### src/logic/timer16_pkg.sv
package timer16_pkg;
    // register offsets on the internal data bus
    localparam logic [7:0] FLAG_OFS       = 8'h36;
    localparam logic [7:0] CTRL_B_OFS     = 8'h81;
    localparam logic [7:0] FORCE_OFS      = 8'h82;
    localparam logic [7:0] CNT_LO_OFS     = 8'h84;
    localparam logic [7:0] CNT_HI_OFS     = 8'h85;
    localparam logic [7:0] CAP_LO_OFS     = 8'h86;
    localparam logic [7:0] CAP_HI_OFS     = 8'h87;
    // control b fields
    localparam int         FILTER_BIT     = 7;
    localparam int         EDGE_BIT       = 6;
    localparam int         WGM3_BIT       = 4;
    localparam int         WGM2_BIT       = 3;
    localparam int         CS_MSB         = 2;
    localparam logic [7:0] CTRL_B_MASK    = 8'hDF;
    localparam logic [7:0] CTRL_B_RESET   = 8'h00;
    // force compare and flag fields
    localparam int         FORCE_A_BIT    = 7;
    localparam int         FORCE_B_BIT    = 6;
    localparam int         CAP_FLAG_BIT   = 5;
    // clock select codes
    localparam logic [2:0] CS_STOP        = 3'h0;
    localparam logic [2:0] CS_DIV1        = 3'h1;
    localparam logic [2:0] CS_DIV8        = 3'h2;
    localparam logic [2:0] CS_DIV64       = 3'h3;
    localparam logic [2:0] CS_DIV256      = 3'h4;
    localparam logic [2:0] CS_DIV1024     = 3'h5;
    localparam logic [2:0] CS_EXT_FALL    = 3'h6;
    localparam logic [2:0] CS_EXT_RISE    = 3'h7;
    localparam int         PRESC_W        = 10;
    localparam logic [9:0] PRESC_MASK8    = 10'h007;
    localparam logic [9:0] PRESC_MASK64   = 10'h03F;
    localparam logic [9:0] PRESC_MASK256  = 10'h0FF;
    localparam logic [9:0] PRESC_MASK1024 = 10'h3FF;
    // noise filter length in samples
    localparam int         FILTER_LEN     = 4;
    // waveform modes used here
    localparam logic [3:0] WGM_NORMAL     = 4'h0;
    localparam logic [3:0] WGM_CTC_CMPA   = 4'h4;
    localparam logic [3:0] WGM_CTC_CAP    = 4'hC;
    localparam logic [15:0] TOP_MAX       = 16'hFFFF;
    localparam logic [15:0] TOP_8BIT      = 16'h00FF;
    localparam logic [15:0] TOP_9BIT      = 16'h01FF;
    localparam logic [15:0] TOP_10BIT     = 16'h03FF;
    // compare output mode actions
    localparam logic [1:0] COM_OFF        = 2'h0;
    localparam logic [1:0] COM_TOGGLE     = 2'h1;
    localparam logic [1:0] COM_CLEAR      = 2'h2;
    localparam logic [1:0] COM_SET        = 2'h3;
endpackage : timer16_pkg

### src/logic/timer16_capture_clock_control.sv
`timescale 1ns/10ps
// Summary of operation
// filter output changes after four equal samples
// filtered capture lags unfiltered by four cycles
// edge select: 0 falling, 1 rising
// capture copies counter and sets capture flag
// capture pin ignored when capture is top
// clock select: stop or prescaled io clock
// codes 110/111 count external pin edges
// force bits only act in non-pwm modes
// force applies compare action to waveform output
// force sets no flag, clears no counter
// force bits are strobes, read zero
// counter readable and writable as two bytes
// one shared high-byte latch for atomic access
// counter write blocks next compare match
// comparator output may serve as capture source
// software avoids writing running counter
// capture flag cleared by vector or write-one
// capture flag set at top when capture is top
// high byte first on write, low first read
// reset clears control, counter and capture
module timer16_capture_clock_control
    import timer16_pkg::*;
(
    // clock and reset
    input  wire logic        core_clk,
    input  wire logic        nrst,
    // internal data bus
    input  wire logic [7:0]  bus_addr,
    input  wire logic [7:0]  bus_wdata,
    input  wire logic        bus_wr,
    input  wire logic        bus_rd,
    output logic      [7:0]  bus_rdata,
    // pins and comparator
    input  wire logic        capture_pin,
    input  wire logic        ext_count_pin,
    input  wire logic        comparator_out,
    input  wire logic        capture_src_comparator,
    // neighbouring timer settings
    input  wire logic [1:0]  waveform_mode_lo,
    input  wire logic [1:0]  compare_output_mode_a,
    input  wire logic [1:0]  compare_output_mode_b,
    input  wire logic [15:0] compare_a_value,
    input  wire logic [15:0] compare_b_value,
    input  wire logic        capture_vector_ack,
    // results
    output logic [15:0]      counter_value,
    output logic [15:0]      capture_value,
    output logic             capture_flag,
    output logic             compare_match_a,
    output logic             compare_match_b,
    output logic             waveform_out_a,
    output logic             waveform_out_b
);

    logic [7:0]         ctrl_b_r;
    logic [7:0]         temp_r;
    logic [PRESC_W-1:0] presc_r;
    logic [1:0]         cap_sync_r;
    logic [2:0]         ext_sync_r;
    logic [1:0]         cmp_sync_r;
    logic [FILTER_LEN-2:0] filt_hist_r;
    logic               filt_r;
    logic               edge_prev_r;
    logic               block_r;
    logic [3:0]         wgm;
    logic [2:0]         cs;
    logic               tick;
    logic               non_pwm;
    logic               cap_is_top;
    logic [15:0]        top_val;
    logic               edge_src;
    logic               cap_trig;
    logic               top_hit;
    logic               match_a;
    logic               match_b;
    logic               force_a;
    logic               force_b;
    logic               wr_cnt_lo;
    logic               wr_cap_lo;
    logic               rd_cnt_lo;
    logic               rd_cap_lo;

    assign wgm       = {ctrl_b_r[WGM3_BIT], ctrl_b_r[WGM2_BIT], waveform_mode_lo};
    assign cs        = ctrl_b_r[CS_MSB:0];
    assign wr_cnt_lo = bus_wr && (bus_addr == CNT_LO_OFS);
    assign wr_cap_lo = bus_wr && (bus_addr == CAP_LO_OFS);
    assign rd_cnt_lo = bus_rd && (bus_addr == CNT_LO_OFS);
    assign rd_cap_lo = bus_rd && (bus_addr == CAP_LO_OFS);

    always_comb begin
        non_pwm = (wgm == WGM_NORMAL) || (wgm == WGM_CTC_CMPA) ||
                  (wgm == WGM_CTC_CAP);
        cap_is_top = (wgm == 4'h8) || (wgm == 4'hA) || (wgm == WGM_CTC_CAP) ||
                     (wgm == 4'hE);
        case (wgm)
            4'h1, 4'h5: top_val = TOP_8BIT;
            4'h2, 4'h6: top_val = TOP_9BIT;
            4'h3, 4'h7: top_val = TOP_10BIT;
            4'h4, 4'h9, 4'hB, 4'hF: top_val = compare_a_value;
            4'h8, 4'hA, 4'hC, 4'hE: top_val = capture_value;
            default: top_val = TOP_MAX;
        endcase
    end

    // clock source decode
    always_comb begin
        case (cs)
            CS_STOP:     tick = 1'b0;
            CS_DIV1:     tick = 1'b1;
            CS_DIV8:     tick = &(presc_r | ~PRESC_MASK8);
            CS_DIV64:    tick = &(presc_r | ~PRESC_MASK64);
            CS_DIV256:   tick = &(presc_r | ~PRESC_MASK256);
            CS_DIV1024:  tick = &(presc_r | ~PRESC_MASK1024);
            CS_EXT_FALL: tick = ext_sync_r[2] && !ext_sync_r[1];
            CS_EXT_RISE: tick = !ext_sync_r[2] && ext_sync_r[1];
            default:     tick = 1'b0;
        endcase
    end

    // free-running prescaler; shared taps keep divided ticks aligned
    always_ff @(posedge core_clk or negedge nrst) begin
        if (!nrst) begin
            presc_r <= '0;
        end else begin
            presc_r <= presc_r + 1'b1;
        end
    end

    // pin synchronisers; stage 0 feeds only stage 1
    always_ff @(posedge core_clk or negedge nrst) begin
        if (!nrst) begin
            cap_sync_r <= '0;
            ext_sync_r <= '0;
            cmp_sync_r <= '0;
        end else begin
            cap_sync_r <= {cap_sync_r[0], capture_pin};
            ext_sync_r <= {ext_sync_r[1:0], ext_count_pin};
            cmp_sync_r <= {cmp_sync_r[0], comparator_out};
        end
    end

    // noise filter on the synchronised capture pin
    always_ff @(posedge core_clk or negedge nrst) begin
        if (!nrst) begin
            filt_hist_r <= '0;
            filt_r      <= 1'b0;
        end else begin
            filt_hist_r <= {filt_hist_r[FILTER_LEN-3:0], cap_sync_r[1]};
            // the live sample is the fourth, so no extra cycle of lag
            if (&{filt_hist_r, cap_sync_r[1]}) begin
                filt_r <= 1'b1;
            end else if (~|{filt_hist_r, cap_sync_r[1]}) begin
                filt_r <= 1'b0;
            end
        end
    end

    always_comb begin
        if (capture_src_comparator) begin
            edge_src = cmp_sync_r[1];
        end else if (ctrl_b_r[FILTER_BIT]) begin
            edge_src = filt_r;
        end else begin
            edge_src = cap_sync_r[1];
        end
    end

    // edge detect; pin disconnected while capture value is top
    assign cap_trig = !cap_is_top && (ctrl_b_r[EDGE_BIT] ?
                      (edge_src && !edge_prev_r) :
                      (!edge_src && edge_prev_r));
    assign top_hit  = tick && (counter_value == top_val);

    always_ff @(posedge core_clk or negedge nrst) begin
        if (!nrst) begin
            edge_prev_r <= 1'b0;
        end else begin
            edge_prev_r <= edge_src;
        end
    end

    // control register
    always_ff @(posedge core_clk or negedge nrst) begin
        if (!nrst) begin
            ctrl_b_r <= CTRL_B_RESET;
        end else if (bus_wr && bus_addr == CTRL_B_OFS) begin
            ctrl_b_r <= bus_wdata & CTRL_B_MASK;
        end
    end

    // shared high-byte latch
    always_ff @(posedge core_clk or negedge nrst) begin
        if (!nrst) begin
            temp_r <= '0;
        end else if (bus_wr && (bus_addr == CNT_HI_OFS ||
                                bus_addr == CAP_HI_OFS)) begin
            temp_r <= bus_wdata;
        end else if (rd_cnt_lo) begin
            temp_r <= counter_value[15:8];
        end else if (rd_cap_lo) begin
            temp_r <= capture_value[15:8];
        end
    end

    // counter; a bus write wins over a tick in the same cycle
    always_ff @(posedge core_clk or negedge nrst) begin
        if (!nrst) begin
            counter_value <= '0;
        end else if (wr_cnt_lo) begin
            counter_value <= {temp_r, bus_wdata};
        end else if (tick) begin
            // dual-slope counting is not modelled: all modes count up
            if (counter_value == top_val && !block_r) begin
                counter_value <= '0;
            end else begin
                counter_value <= counter_value + 1'b1;
            end
        end
    end

    // compare block after a counter write, released by the next tick
    always_ff @(posedge core_clk or negedge nrst) begin
        if (!nrst) begin
            block_r <= 1'b0;
        end else if (wr_cnt_lo) begin
            block_r <= 1'b1;
        end else if (tick) begin
            block_r <= 1'b0;
        end
    end

    // capture register
    always_ff @(posedge core_clk or negedge nrst) begin
        if (!nrst) begin
            capture_value <= '0;
        end else if (cap_trig) begin
            capture_value <= counter_value;
        end else if (wr_cap_lo) begin
            capture_value <= {temp_r, bus_wdata};
        end
    end

    // capture flag; a set in the clearing cycle wins
    always_ff @(posedge core_clk or negedge nrst) begin
        if (!nrst) begin
            capture_flag <= 1'b0;
        end else if (cap_trig || (cap_is_top && top_hit)) begin
            capture_flag <= 1'b1;
        end else if (capture_vector_ack || (bus_wr && bus_addr == FLAG_OFS &&
                     bus_wdata[CAP_FLAG_BIT])) begin
            capture_flag <= 1'b0;
        end
    end

    // compare matches and forced strobes
    assign match_a = tick && !block_r && (counter_value == compare_a_value);
    assign match_b = tick && !block_r && (counter_value == compare_b_value);
    assign force_a = non_pwm && bus_wr && (bus_addr == FORCE_OFS) &&
                     bus_wdata[FORCE_A_BIT];
    assign force_b = non_pwm && bus_wr && (bus_addr == FORCE_OFS) &&
                     bus_wdata[FORCE_B_BIT];

    // match pulses exclude forced compares
    always_ff @(posedge core_clk or negedge nrst) begin
        if (!nrst) begin
            compare_match_a <= 1'b0;
            compare_match_b <= 1'b0;
        end else begin
            compare_match_a <= match_a;
            compare_match_b <= match_b;
        end
    end

    // waveform outputs driven in non-pwm modes only; pwm shaping lives
    // in the waveform generator outside this block
    function automatic logic com_apply(input logic [1:0] com,
                                       input logic cur);
        case (com)
            COM_TOGGLE: com_apply = !cur;
            COM_CLEAR:  com_apply = 1'b0;
            COM_SET:    com_apply = 1'b1;
            default:    com_apply = cur;
        endcase
    endfunction : com_apply

    always_ff @(posedge core_clk or negedge nrst) begin
        if (!nrst) begin
            waveform_out_a <= 1'b0;
            waveform_out_b <= 1'b0;
        end else if (non_pwm) begin
            if (force_a || match_a) begin
                waveform_out_a <= com_apply(compare_output_mode_a,
                                            waveform_out_a);
            end
            if (force_b || match_b) begin
                waveform_out_b <= com_apply(compare_output_mode_b,
                                            waveform_out_b);
            end
        end
    end

    // read data, valid the cycle after the read strobe
    always_ff @(posedge core_clk or negedge nrst) begin
        if (!nrst) begin
            bus_rdata <= '0;
        end else if (bus_rd) begin
            case (bus_addr)
                FLAG_OFS:   bus_rdata <= {2'h0, capture_flag, 5'h00};
                CTRL_B_OFS: bus_rdata <= ctrl_b_r;
                FORCE_OFS:  bus_rdata <= 8'h00;
                CNT_LO_OFS: bus_rdata <= counter_value[7:0];
                CNT_HI_OFS: bus_rdata <= temp_r;
                CAP_LO_OFS: bus_rdata <= capture_value[7:0];
                CAP_HI_OFS: bus_rdata <= temp_r;
                default:    bus_rdata <= 8'h00;
            endcase
        end
    end

endmodule : timer16_capture_clock_control

### config.mk
export PLATFORM = sky130hd
export DESIGN_NAME = timer16_capture_clock_control
export DESIGN_NICKNAME = d
export VERILOG_FILES = /design/src/logic/timer16_pkg.sv /design/src/logic/timer16_capture_clock_control.sv
export SDC_FILE = /design/constraint.sdc
export NUM_CORES = 1
export LEC_CHECK = 0
export BUFFER_PORTS_ARGS = -buffer_cell sky130_fd_sc_hd__buf_2
export CORE_ASPECT_RATIO = 0.6
export CORE_MARGIN = 8
export CORE_UTILIZATION = 35
export DETAILED_ROUTE_END_ITERATION = 10
export GPL_ROUTABILITY_DRIVEN = 1
export PLACE_DENSITY = 0.54
export SLEW_MARGIN = 20
export SYNTH_ARGS = -nofsm -noshare
export SYNTH_HDL_FRONTEND = slang
export SYNTH_SLANG_ARGS = --single-unit
### constraint.sdc
create_clock -name core_clk -period 4.7 [get_ports core_clk]
set_input_delay 0.47 -clock core_clk [delete_from_list [all_inputs] [get_ports core_clk]]
set_output_delay 0.47 -clock core_clk [all_outputs]
set_load 0.02 [all_outputs]
==> run summary <==
Cell internal power was estimated by the tool at 1.41 mW. Ratio of cells with drive above 1 in the final layout: 24.6%. Before antenna repair, the detailed router went through 6 iterations.

Library cell contributing the largest single delay on the critical path: sky130_fd_sc_hd__dfrtp_1. The detailed router put a total of 9.38 mm of wire on met1. For the routed length on met3, the log shows 2.08 mm.

TritonCTS built the clock tree. The main flop type after synthesis is sky130_fd_sc_hd__dfrtp_1. The flow ran to the end, and the final reports show no timing, DRC or antenna violations.

The share of synthesized area occupied by flip-flops and latches was 38.9%. The ratio of total power to cell area is 364 mW/mm^2. The slack of the worst reg-to-reg path was 1430 ps. The critical path goes through or3_1 -> a21oi_1 -> or3_1 -> a221o_1 -> a2111oi_4 -> nand4b_4 -> o21ai_0 -> o311ai_0. The highest cell delay on the worst timing path works out to 760 ps. Portion of synthesized cell area occupied by the leading cell type: 38.9%.

The tools report the global-route wire length before repair as 29.8 mm. VDD sags by at most 0.203 mV. The sequential share of power was 41.9%. The share of total power dissipated in the clock network is 31.3%. The routed wire length on met2 is 7.81 mm. The arrival time at the worst endpoint came out at 3450 ps. The number of failing hold endpoints at the final stage was 0. Clock tree synthesis selected as its root buffer the cell sky130_fd_sc_hd__clkbuf_16.

Clock-pin slew was measured on the worst setup and hold paths at 80 ps. The switching power was 858 uW. The type of element launching the critical path is a register. After technology mapping, the gate count stands at 584. After detailed routing, the average wire length per cell comes to 22.4 um. For the worst-skew pair, the clock arrives at the later sink with an insertion delay of 350 ps. The number of gates resized after cts was 0; the total number of yosys warnings was 0. The count of nets after finishing is 731, and the area growth from synthesis to final layout is 16.5%. Headroom to the max-slew limit came out at 27.8%. The most numerous cell type found on the critical path is sky130_fd_sc_hd__or3_1.

The post-synthesis sequential element count came out at 83. The worst register-to-register path has a depth of 8. At the pin with the least slew margin, the transition time is 1080 ps. The worst setup skew after layout is 15.0 ps. The global router's overall resource usage came out at 19.5%.

0 antenna diodes ended up in the layout. Summed over all layers, the global routing overflow is 0. Summing all placed instances gives a cell area of 0.00592 mm^2.

Grouping stages by cell kind, the critical path spends the most delay in compound AO/OA/AOI/OAI gates. The number of buffers and inverters on the critical path is 0. After layout, the minimum clock period comes to 3270 ps. The net switching fraction of the power came out at 37.9%. The number of nets still failing antenna checks after routing is 0, and the number of enable-type register cells in the synthesized netlist is 0. In this run the top signal layer used is met5. The run gives 0 as the post-cts hold buffer count.

The final setup violation count is 0, and the number of different library cells in the post-synthesis netlist is 60. The setup total negative slack came out at 0 ps. The logs give 26.8% for the logic gate share of total power and 9 for the clock buffer count from CTS. The initial standard-cell utilization of the core is 35.3%. The tools report the iteration-0 DRC count of the detailed router as 465. The finished layout cell area is 0.00622 mm^2.

The class of the worst hold path was in -> async. Initial antenna violation count: 2. The maximum fanout along the worst path works out to 20. The tools report the reg-to-reg critical path endpoint as counter_value[6]. Buffers placed on the I/O ports in this run total 107. The biggest area contributor in the post-synthesis netlist is sky130_fd_sc_hd__dfrtp_1. The class of the most critical setup path is reg -> reg.

The netlist area before placement is 0.00534 mm^2. Routability-driven placement finished with a final weighted congestion of 0.886. The number of pins exceeding their max-slew limit in the final report is 0. The via count of the first global-routing pass was 5054. Setup repair after global routing left no endpoint under its margin. For the buffer levels on the longest clock path, the log shows 2. The worst register-to-register path begins at ctrl_b_r[4]. The run gives 14.8 mm as the sum of net half-perimeters after detailed placement.

The core outline area is 0.0152 mm^2. In the post-synthesis netlist, the biggest area contributors are sky130_fd_sc_hd__dfrtp_1 39%, sky130_fd_sc_hd__xor2_1 6.1%, sky130_fd_sc_hd__mux2i_1 4.7%, sky130_fd_sc_hd__nand2_1 3.5%, sky130_fd_sc_hd__o21ai_0 3.3%. The detailed-route DRC error count was 0. In this run the static leakage power is 2.79 nW. The H-tree was split into 3 levels. The clock sink count was 83. After synthesis, the share of flip-flops with an asynchronous set or reset is 100%.

Entering global routing, the biggest net connects 44 pins. Summing over every cut layer, the via total after detailed routing is 5131. The via density per instance is 5.88, and the total die area is 0.0196 mm^2.

Timing would allow up to 0.306 GHz. The floorplan die width is 176 um. The final layout contains routed wiring with a total length of 19.5 mm.

Of the available clock period, the critical path in the final layout requires 69.6%. The tools report the number of I/O pins as 108. The data required time at the worst endpoint was 4880 ps; the die height was 112 um. Number of maximum-capacitance constraint violations: 0.

In this run the post-CTS setup repair buffer count came out at 0. Counting every net in the synthesized netlist gives 650. A synthesized cell averages 9.15 um^2. The floorplan has 35 rows. The worst setup path is captured at a register.
-- metrics by stage --
step / total power, mW / util [%] / cells / setup slack [ps] / hold WS [ps]
CTS: 2.27 / 41.0 / 873 / 1540 / 108
global placement: 1.55 / 39.1 / 857 / 1550 / 335
floorplan: 1.30 / - / 584 / 2230 / 174
global route: 2.38 / 41.1 / 873 / 1310 / 131
finish: 2.26 / 41.1 / 873 / 1430 / 89.1
detailed placement: 1.56 / 39.1 / 857 / 1460 / 340
-- layout make-up --
class	instances	area, um^2
tap	203	254
clock inverter	7	70.1
fill	1512	8930
timing repair buffer	113	583
multi-input combinational	426	2900
sequential	83	2080
clock buffer	9	225
inverter	32	120
-- power groups by stage --
stage | sequential (mW) | combinational [mW] | clock (mW)
final | 0.949 | 0.607 | 0.709
after global routing | 0.955 | 0.668 | 0.760
after CTS | 0.940 | 0.606 | 0.724
after detailed placement | 0.953 | 0.604 | 0
after global placement | 0.953 | 0.592 | 0
after floorplan | 0.917 | 0.381 | 0
-- layer usage --
| layer | vias to the layer above | track usage [%] |
|---|---|---|
| met4 | 4 | 4.05 |
| met3 | 31 | 6.59 |
| met5 | - | 0 |
| li1 | 2313 | - |
| met1 | 2518 | 28.9 |
| met2 | 265 | 26.6 |
-- cells in the mapped netlist (8+ instances only) --
library cell and n:
sky130_fd_sc_hd__a31oi_1 9, sky130_fd_sc_hd__o221ai_1 8, sky130_fd_sc_hd__nor4_1 21, sky130_fd_sc_hd__nand3_1 31, sky130_fd_sc_hd__a21oi_1 15, sky130_fd_sc_hd__nor3_1 13, sky130_fd_sc_hd__a221o_1 9, sky130_fd_sc_hd__nor2_1 29
sky130_fd_sc_hd__o21ai_0 35, sky130_fd_sc_hd__mux2i_1 25, sky130_fd_sc_hd__and3_1 18, sky130_fd_sc_hd__inv_1 32, sky130_fd_sc_hd__o22ai_1 18, sky130_fd_sc_hd__clkbuf_1 24, sky130_fd_sc_hd__o21ai_2 8, sky130_fd_sc_hd__nand2_1 50
sky130_fd_sc_hd__xor2_1 37, sky130_fd_sc_hd__dfrtp_1 83
-- registers in the layout, indices dropped and copies added, names as in the netlist --
register and count:
edge_prev_r 1, waveform_out_a 1, cap_sync_r 2, block_r 1, waveform_out_b 1, compare_match_b 1, ext_sync_r 3, filt_hist_r 3
bus_rdata 8, counter_value 16, filt_r 1, ctrl_b_r 7, presc_r 10, cmp_sync_r 2, capture_flag 1, temp_r 8
compare_match_a 1, capture_value 16
-- worst max-delay path by stage --
stage	startpoint	end	slack, ps	depth (start not counted)
finish	ctrl_b_r[4]	counter_value[6]	1430	8
global route	ctrl_b_r[4]	counter_value[3]	1310	8
CTS	ctrl_b_r[4]	counter_value[8]	1540	8
detailed placement	bus_addr[3]	counter_value[4]	1460	8
global placement	waveform_mode_lo[0]	counter_value[8]	1550	9
floorplan	waveform_mode_lo[0]	counter_value[14]	2230	10
-- cell usage in the layout (no fill, tap or decap), types with 3 or more instances in the layout --
| master | synthesis | final |
|---|---|---|
| sky130_fd_sc_hd__nand4_1 | 6 | 6 |
| sky130_fd_sc_hd__a21oi_1 | 15 | 14 |
| sky130_fd_sc_hd__nand3_2 | 4 | 4 |
| sky130_fd_sc_hd__mux2i_1 | 25 | 25 |
| sky130_fd_sc_hd__mux2_2 | 7 | 7 |
| sky130_fd_sc_hd__o21ai_2 | 8 | 8 |
| sky130_fd_sc_hd__nor2_1 | 29 | 29 |
| sky130_fd_sc_hd__xor2_1 | 37 | 37 |
| sky130_fd_sc_hd__inv_1 | 32 | 32 |
| sky130_fd_sc_hd__or3_1 | 5 | 5 |
| sky130_fd_sc_hd__inv_6 | 0 | 3 |
| sky130_fd_sc_hd__xnor2_1 | 5 | 5 |
| sky130_fd_sc_hd__nand2_1 | 50 | 50 |
| sky130_fd_sc_hd__nor4_1 | 21 | 21 |
| sky130_fd_sc_hd__o311ai_0 | 7 | 7 |
| sky130_fd_sc_hd__nand3_1 | 31 | 31 |
| sky130_fd_sc_hd__o22ai_1 | 18 | 18 |
| sky130_fd_sc_hd__buf_2 | 4 | 106 |
| sky130_fd_sc_hd__and2_1 | 6 | 6 |
| sky130_fd_sc_hd__buf_4 | 3 | 7 |
| sky130_fd_sc_hd__nor2b_1 | 5 | 5 |
| sky130_fd_sc_hd__a222oi_1 | 7 | 7 |
| sky130_fd_sc_hd__a31oi_1 | 9 | 9 |
| sky130_fd_sc_hd__dfrtp_1 | 83 | 83 |
| sky130_fd_sc_hd__clkbuf_16 | 0 | 9 |
| sky130_fd_sc_hd__o221ai_1 | 8 | 7 |
| sky130_fd_sc_hd__nor3_1 | 13 | 13 |
| sky130_fd_sc_hd__ha_1 | 3 | 3 |
| sky130_fd_sc_hd__o21ai_0 | 35 | 35 |
| sky130_fd_sc_hd__a21boi_0 | 7 | 7 |
| sky130_fd_sc_hd__a221o_1 | 9 | 9 |
| sky130_fd_sc_hd__and3_1 | 18 | 18 |
| sky130_fd_sc_hd__o21a_1 | 5 | 5 |
-- cell families (layout without fill, tap and decap cells) --
family / count (synthesis) / count (layout) / synth area share (%)
simple gates: 205 / 205 / 20.5
compound gates: 143 / 143 / 19.2
flops: 83 / 83 / 38.9
xor+xnor: 42 / 42 / 6.88
mux: 33 / 33 / 6.58
fa+ha+maj: 3 / 3 / 0.702
buf+inv: 75 / 161 / 7.23
Power figures use the tool's default switching activity.
